File: config.mk
export PLATFORM = sky130hd
export DESIGN_NAME = sbl_master
export DESIGN_NICKNAME = d
export VERILOG_FILES = /design/src/hw/sbl_pkg.sv /design/src/hw/sbl_fifo.sv /design/src/hw/sbl_master.sv
export VERILOG_INCLUDE_DIRS = /design/src /design/src/hw
export SDC_FILE = /design/constraint.sdc
export NUM_CORES = 1
export LEC_CHECK = 0
export ABC_AREA = 1
export CAP_MARGIN = 40
export CELL_PAD_IN_SITES_DETAIL_PLACEMENT = 1
export CELL_PAD_IN_SITES_GLOBAL_PLACEMENT = 2
export CORE_MARGIN = 5
export CORE_UTILIZATION = 42
export CTS_BUF_LIST = sky130_fd_sc_hd__clkbuf_2
export CTS_CLUSTER_SIZE = 20
export DETAILED_ROUTE_END_ITERATION = 6
export DONT_BUFFER_PORTS = 1
export PLACE_DENSITY_LB_ADDON = 0.1
export SLEW_MARGIN = 40
export SYNTH_ARGS = -nofsm -noshare
export SYNTH_HDL_FRONTEND = slang
export SYNTH_HIERARCHICAL = 1
export SYNTH_SLANG_ARGS = --single-unit
File: constraint.sdc
create_clock -name clk -period 3.65 [get_ports clk]
set_clock_uncertainty 0.1 [all_clocks]
set_input_delay 0.1825 -clock clk [delete_from_list [all_inputs] [get_ports clk]]
set_output_delay 0.1825 -clock clk [all_outputs]
set_load 0.02 [all_outputs]
File: src/hw/sbl_params.svh
`ifndef SBL_PARAMS_SVH
`define SBL_PARAMS_SVH

// Register byte offsets
`define SBL_OFF_RX 5'h00
`define SBL_OFF_TX 5'h04
`define SBL_OFF_STAT 5'h08
`define SBL_OFF_SEL 5'h0c
`define SBL_OFF_CTRL 5'h10

// Control field positions
`define SBL_CTRL_CLOCK_SELECT_HI 4
`define SBL_CTRL_CLOCK_SELECT_LO 3
`define SBL_CTRL_POL 2
`define SBL_CTRL_PHA 1
`define SBL_CTRL_LSB 0

// Status field positions
`define SBL_ST_ERR 7
`define SBL_ST_RRDY 6
`define SBL_ST_TRDY 5
`define SBL_ST_BUSY 4
`define SBL_ST_TOE 3
`define SBL_ST_ROE 2

// Reset values
`define SBL_RST_CTRL 5'h00
`define SBL_RST_SEL 8'h00
`define SBL_RST_DATA 8'h00

// Bits per byte transfer
`define SBL_BITS 8

`endif

File: src/hw/sbl_pkg.sv
`default_nettype none
package sbl_pkg;
   typedef struct packed {
      logic [4:0] addr;
      logic wr;
      logic rd;
      logic [7:0] wdata;
   } sbl_req_s;
   typedef struct packed {
      logic sclk;
      logic mosi;
      logic [7:0] sel;
   } sbl_link_s;
   typedef enum logic [1:0] {SBL_IDLE, SBL_LEAD, SBL_TRAIL} sbl_state_e;
endpackage
`default_nettype wire

File: src/hw/sbl_fifo.sv
`default_nettype none
module sbl_fifo #(
   parameter int WIDTH = 8,
   parameter int DEPTH = 16
) (
   // Clock and reset
   input wire logic clk,
   input wire logic srst,
   // Fill side
   input wire logic in_valid,
   output logic in_ready,
   input wire logic [WIDTH-1:0] in_data,
   // Drain side
   output logic out_valid,
   input wire logic out_ready,
   output logic [WIDTH-1:0] out_data
);
   localparam int AW = $clog2(DEPTH);
   logic [WIDTH-1:0] mem_reg [DEPTH];
   logic [AW-1:0] wp_reg;
   logic [AW-1:0] rp_reg;
   logic [AW:0] cnt_reg;
   logic push;
   logic pop;

   assign in_ready = cnt_reg != (AW+1)'(DEPTH);
   assign out_valid = cnt_reg != '0;
   assign out_data = mem_reg[rp_reg];
   assign push = in_valid && in_ready;
   assign pop = out_valid && out_ready;

   always_ff @(posedge clk) begin
      if (push) begin
         mem_reg[wp_reg] <= in_data;
      end
   end

   always_ff @(posedge clk) begin
      if (srst) begin
         wp_reg <= '0;
         rp_reg <= '0;
         cnt_reg <= '0;
      end else begin
         if (push) begin
            wp_reg <= (wp_reg == AW'(DEPTH-1)) ? '0 : wp_reg + 1'b1;
         end
         if (pop) begin
            rp_reg <= (rp_reg == AW'(DEPTH-1)) ? '0 : rp_reg + 1'b1;
         end
         if (push && !pop) begin
            cnt_reg <= cnt_reg + 1'b1;
         end else if (pop && !push) begin
            cnt_reg <= cnt_reg - 1'b1;
         end
      end
   end
endmodule
`default_nettype wire

File: src/hw/sbl_master.sv
`include "sbl_params.svh"
`default_nettype none
module sbl_master #(
   parameter int FIFO_DEPTH = 16
) (
   // Clock and reset
   input wire logic clk,
   input wire logic srst,
   // Register port
   input wire sbl_pkg::sbl_req_s req,
   output logic [7:0] rdata,
   // Serial link
   output sbl_pkg::sbl_link_s link,
   input wire logic miso
);
   logic [4:0] ctrl_reg;
   logic [7:0] sel_reg;
   logic [7:0] rx_reg;
   logic rrdy_reg;
   logic toe_reg;
   logic roe_reg;
   logic [7:0] rdata_reg;
   sbl_pkg::sbl_link_s link_reg;
   sbl_pkg::sbl_state_e state_reg;
   logic [2:0] div_reg;
   logic [3:0] bit_reg;
   logic [7:0] sh_reg;
   logic [7:0] in_reg;
   logic [2:0] miso_sync_reg;
   logic miso_reg;

   logic wr_tx;
   logic wr_st;
   logic rd_rx;
   logic trdy;
   logic busy;
   logic done;
   logic half_tick;
   logic fifo_in_ready;
   logic fifo_out_valid;
   logic [7:0] fifo_out_data;
   logic rx_take;

   assign rdata = rdata_reg;
   assign link = link_reg;

   assign wr_tx = req.wr && req.addr == `SBL_OFF_TX;
   assign wr_st = req.wr && req.addr == `SBL_OFF_STAT;
   assign rd_rx = req.rd && req.addr == `SBL_OFF_RX;
   assign busy = state_reg != sbl_pkg::SBL_IDLE;
   // Single-byte staging keeps transmit ready as a clean one-byte handshake
   assign trdy = !busy && !fifo_out_valid && fifo_in_ready;

   function automatic logic [7:0] bit_rev(input logic [7:0] v);
      logic [7:0] r;
      r = '0;
      for (int i = 0; i < 8; i++) begin
         r[i] = v[7-i];
      end
      return r;
   endfunction

   // Control and slave select
   always_ff @(posedge clk) begin
      if (srst) begin
         ctrl_reg <= `SBL_RST_CTRL;
         sel_reg <= `SBL_RST_SEL;
      end else if (req.wr && !busy && req.addr == `SBL_OFF_CTRL) begin
         ctrl_reg <= req.wdata[4:0];
      end else if (req.wr && req.addr == `SBL_OFF_SEL) begin
         sel_reg <= req.wdata;
      end
   end

   // Transmit staging FIFO; only written when ready so overrun bytes are dropped
   sbl_fifo #(.WIDTH(8), .DEPTH(FIFO_DEPTH)) u_fifo (
      .clk(clk),
      .srst(srst),
      .in_valid(wr_tx && trdy),
      .in_ready(fifo_in_ready),
      .in_data(req.wdata),
      .out_valid(fifo_out_valid),
      .out_ready(!busy),
      .out_data(fifo_out_data)
   );

   // MISO from the pin: three stages, change taken when stages two and three agree
   always_ff @(posedge clk) begin
      if (srst) begin
         miso_sync_reg <= 3'h0;
         miso_reg <= 1'b0;
      end else begin
         miso_sync_reg <= {miso_sync_reg[1:0], miso};
         if (miso_sync_reg[1] == miso_sync_reg[2]) begin
            miso_reg <= miso_sync_reg[2];
         end
      end
   end

   // Half-period divider: (clock select + 1) bus clocks per half period
   assign half_tick = div_reg == ctrl_reg[`SBL_CTRL_CLOCK_SELECT_HI:`SBL_CTRL_CLOCK_SELECT_LO];
   assign done = state_reg == sbl_pkg::SBL_TRAIL && half_tick && bit_reg == 4'(`SBL_BITS - 1);

   always_ff @(posedge clk) begin
      if (srst || !busy || half_tick) begin
         div_reg <= 3'h0;
      end else begin
         div_reg <= div_reg + 1'b1;
      end
   end

   // Shift engine; leading edge samples, trailing edge shifts out next bit
   always_ff @(posedge clk) begin
      if (srst) begin
         state_reg <= sbl_pkg::SBL_IDLE;
         bit_reg <= 4'h0;
         sh_reg <= `SBL_RST_DATA;
         in_reg <= `SBL_RST_DATA;
      end else begin
         unique case (state_reg)
            sbl_pkg::SBL_IDLE: begin
               bit_reg <= 4'h0;
               if (fifo_out_valid) begin
                  sh_reg <= ctrl_reg[`SBL_CTRL_LSB] ? fifo_out_data : bit_rev(fifo_out_data);
                  state_reg <= sbl_pkg::SBL_LEAD;
               end
            end
            sbl_pkg::SBL_LEAD: begin
               if (half_tick) begin
                  in_reg <= {miso_reg, in_reg[7:1]};
                  state_reg <= sbl_pkg::SBL_TRAIL;
               end
            end
            sbl_pkg::SBL_TRAIL: begin
               if (half_tick) begin
                  sh_reg <= {1'b0, sh_reg[7:1]};
                  bit_reg <= bit_reg + 1'b1;
                  state_reg <= done ? sbl_pkg::SBL_IDLE : sbl_pkg::SBL_LEAD;
               end
            end
         endcase
      end
   end

   // Link outputs registered; first half level equals phase, so phase alone picks the sample edge
   always_ff @(posedge clk) begin
      if (srst) begin
         link_reg <= '0;
      end else begin
         link_reg.sclk <= ctrl_reg[`SBL_CTRL_PHA] ^ (state_reg == sbl_pkg::SBL_TRAIL);
         if (!busy) begin
            link_reg.sclk <= ctrl_reg[`SBL_CTRL_POL];
         end
         link_reg.mosi <= busy ? sh_reg[0] : 1'b0;
         link_reg.sel <= sel_reg;
      end
   end

   // Receive byte, ready and overrun flags; set wins over clear
   assign rx_take = done;
   always_ff @(posedge clk) begin
      if (srst) begin
         rx_reg <= `SBL_RST_DATA;
         rrdy_reg <= 1'b0;
         roe_reg <= 1'b0;
         toe_reg <= 1'b0;
      end else begin
         if (rx_take) begin
            // All eight samples are already in; first sampled bit sits at bit 0
            rx_reg <= ctrl_reg[`SBL_CTRL_LSB] ? in_reg : bit_rev(in_reg);
         end
         if (rx_take) begin
            rrdy_reg <= 1'b1;
         end else if (rd_rx) begin
            rrdy_reg <= 1'b0;
         end
         if (rx_take && rrdy_reg && !rd_rx) begin
            roe_reg <= 1'b1;
         end else if (wr_st && (req.wdata[`SBL_ST_ROE] || req.wdata[`SBL_ST_ERR])) begin
            roe_reg <= 1'b0;
         end
         if (wr_tx && !trdy) begin
            toe_reg <= 1'b1;
         end else if (wr_st && (req.wdata[`SBL_ST_TOE] || req.wdata[`SBL_ST_ERR])) begin
            toe_reg <= 1'b0;
         end
      end
   end

   // Register read data, one cycle after the strobe
   always_ff @(posedge clk) begin
      if (srst) begin
         rdata_reg <= 8'h00;
      end else if (req.rd) begin
         unique case (req.addr)
            `SBL_OFF_RX: rdata_reg <= rx_reg;
            `SBL_OFF_STAT: begin
               rdata_reg <= {toe_reg | roe_reg, rrdy_reg, trdy, busy, toe_reg, roe_reg, 2'b00};
            end
            `SBL_OFF_SEL: rdata_reg <= sel_reg;
            `SBL_OFF_CTRL: rdata_reg <= {3'h0, ctrl_reg};
            default: rdata_reg <= 8'h00;
         endcase
      end
   end
endmodule
`default_nettype wire

==> flow_metrics.env <==
export IMPL_clk_pin_slew_ps=110
export IMPL_avgSynthCellArea_um2=9.038
export IMPL_path_delay_family="buffers and inverters"
export IMPL_crit_required_ps=4240
export IMPL_tns_ps=0
export IMPL_worstReg2RegEnd="u_fifo/cnt_reg[3]"
export IMPL_io_pins=36
export IMPL_synth_edf_count=128
export IMPL_ctsResizeCount=0
export IMPL_critPathKind="in -> reg"
export IMPL_cts_buffers=57
export IMPL_whs_ps=169.2
export IMPL_place_congestion=0.7944
export IMPL_yosysMostFrequentCell="nand2_1"
export IMPL_grt_max_degree=65
export IMPL_fill_cells=2707
export IMPL_r2r_slack_ps=670
export IMPL_cts_sinks=216
export IMPL_synth_cells=1055
export IMPL_vias_per_cell=5.108
export IMPL_drt_wl_total_um=26540
export IMPL_place_port_buffers=0
export IMPL_slew_violations=0
export IMPL_pre_cts_ws_ps=669.1
export IMPL_hold_violations=0
export IMPL_ant_nets=0
export IMPL_synth_area_leader_cell="edfxtp_1"
export IMPL_finalCriticalPeriod_ps=3271
export IMPL_dpl_hpwl_um=17090
export IMPL_holdPathStages=5
export IMPL_core_region_area_mm2=0.02250
export IMPL_die_h_um=160.7
export IMPL_synth_seq_area_share_pct=58.78
export IMPL_synth_commonest_cells="nand2_1, edfxtp_1, nor2_1, nand3_1, dfxtp_1"
export IMPL_synthDistinctLibCells=39
export IMPL_rsz0062_at_grt="false"
export IMPL_power_mw=5.917
export IMPL_drc_errors=0
export IMPL_synth_area_top_cells="edfxtp_1, dfxtp_1, nand2_1"
export IMPL_initial_core_util_pct=42.37
export IMPL_setup_slack_ps=379.2
export IMPL_max_stage_delay_ps=710
export IMPL_htreeDepth=2
export IMPL_clockRootBuffer="clkbuf_2"
export IMPL_drive_gt1_share_pct=12.56
export IMPL_final_util_pct=46.93
export IMPL_synth_area_mm2=0.009535
export IMPL_vias=7396
export IMPL_cp_data_arrival_time_ps=3860
export IMPL_timing_rr_start="u_fifo/cnt_reg[1]"
export IMPL_grt_pass1_vias=7522
export IMPL_drtPass1Iterations=5
export IMPL_period_share_pct=89.61
export IMPL_synth_warnings=6
export IMPL_synthFlopType="edfxtp_1"
export IMPL_status="complete, no violations"
export IMPL_synth_top_cell_area_share_pct=40.31
export IMPL_antenna_found_initial=1
export IMPL_critPathCaptureType="flip-flop"
export IMPL_overflow=0
export IMPL_grt_first_pass_wirelength_um=41860
export IMPL_path_max_fanout=7
export IMPL_clock_fmax_mhz=305.7
export IMPL_p_leak_nw=4.310
export IMPL_clockBufferDepth=3
export IMPL_clock_latency_ps=790
export IMPL_ys_ff_latch=216
export IMPL_maxCapViolations=0
export IMPL_cp_num_cells=15
export IMPL_die_width_um=160.7
export IMPL_holdCritPathClass="in -> reg"
export IMPL_crit_buf_inv=5
export IMPL_r2r_cells=15
export IMPL_rows=55
export IMPL_syn_nets=1085
export IMPL_die_area_mm2=0.02582
export IMPL_finalSetupViolations=0
export IMPL_largest_reg_flops=128
export IMPL_fin_nets=1146
export IMPL_crit_chain="dlygate4sd3_1, nor2_1, nand4_1, dlygate4sd3_1, nor3_1, nand2_2, inv_2, ha_1, inv_1, ha_1, or2_2, nand3_1, nand2_1, o21ai_0, inv_1"
export IMPL_critical_path_slowest_cell="dlygate4sd3_1"
export IMPL_async_reset_ff_share_pct=0
export IMPL_max_vdd_ir_drop_mv=0.3014
export IMPL_slew_headroom_pct=42.32
export IMPL_min_to="rdata[5]"
export IMPL_tightest_slew_ps=862.0
export IMPL_grt_util_all_layers_pct=20.62
export IMPL_start_kind="input port"
export IMPL_drt_initial_drc_count=318
export IMPL_hp_start="req[12]"
export IMPL_post_drt_wl_per_cell_um=18.33
export IMPL_syn2layout_area_growth_pct=10.76
export IMPL_powerDensity_mw_per_mm2=560.3
export IMPL_cts_tree="yes"
## per-layer routing
metal | vias to the layer above | share of wire (%) | GRT usage [%]
met1 | 3573 | 49 | 29.10
met2 | 127 | 45 | 32.60
met3 | 41 | 4.2 | 4.003
li1 | 3655 | - | -
met5 | - | 0 | 0
met4 | 0 | 1.9 | 5.710
## worst min-delay path, cell delays in order
cell           delay, ps
nand4_1              100
nand3_1               80
dlygate4sd3_1        550
nand2_1               60
a21oi_1               50
## cells by family after synthesis
kind of cell	share of synthesized area, %
AOI/OAI and AO/OA	6.180
xor gates and xnor gates	0.8136
adders and majority gates	1.653
buffers and inverters	6.430
DFF	58.78
and+or+nand+nor	26.14
## placed cells by master, fill, tap and decap left out, drive strengths merged, types with 2 or more instances in the layout
cell / synthesis / layout
nand2: 313 / 313
edfxtp: 128 / 128
nor2: 113 / 113
nand3: 105 / 105
inv: 95 / 96
clkbuf: 11 / 88
dfxtp: 88 / 88
o21ai: 68 / 68
a21oi: 44 / 44
dlygate4sd3: 0 / 30
nand4: 20 / 20
clkinv: 1 / 17
buf: 31 / 14
ha: 11 / 11
nor3: 9 / 9
xor2: 6 / 6
or2: 3 / 3
xnor2: 2 / 2
## through the flow
step	instance area, µm²	instances
detailed placement	9682	1303
finish	10560	1448
floorplan	9535	1055
CTS	10520	1439
global placement	9682	1303
global route	10560	1448
## power breakdown
group | switching (mW) | leakage [nW] | internal (mW)
Sequential | 0.0806 | 1.86 | 2.67
Combinational | 1.09 | 2.05 | 0.458
Clock | 0.976 | 0.400 | 0.639
## what timing repair did
action / 4_1_cts / 5_1_grt
hold buffers: 31 / 8
hold endpoints to repair: 217 / 142
setup buffers: 0 / 0
## worst max path at each step
| stage | from | endpoint | slack [ps] |
|---|---|---|---|
| after CTS | req[14] | u_fifo/cnt_reg[3] | 490 |
| final | req[14] | u_fifo/cnt_reg[3] | 380 |
| after global routing | req[14] | u_fifo/cnt_reg[3] | 260 |
| after global placement | u_fifo/cnt_reg[1] | u_fifo/cnt_reg[3] | 780 |
| after floorplan | u_fifo/cnt_reg[1] | u_fifo/cnt_reg[3] | 1000 |
| after detailed placement | u_fifo/cnt_reg[0] | u_fifo/cnt_reg[3] | 670 |
## layout make-up
| cell class | instances | area [µm²] | area share (%) |
|---|---|---|---|
| inverters | 96 | 364.1 | 3.447 |
| clock inverters | 17 | 66.31 | 0.6279 |
| flip-flops and latches | 216 | 5607 | 53.09 |
| diodes | 1 | 2.502 | 0.02369 |
| well taps | 285 | 356.6 | 3.376 |
| multi-input cells | 701 | 3319 | 31.43 |
| repair buffers | 44 | 405.4 | 3.838 |
| clock buffers | 88 | 440.4 | 4.170 |
Note: power is estimated with default switching activity, not from simulation.
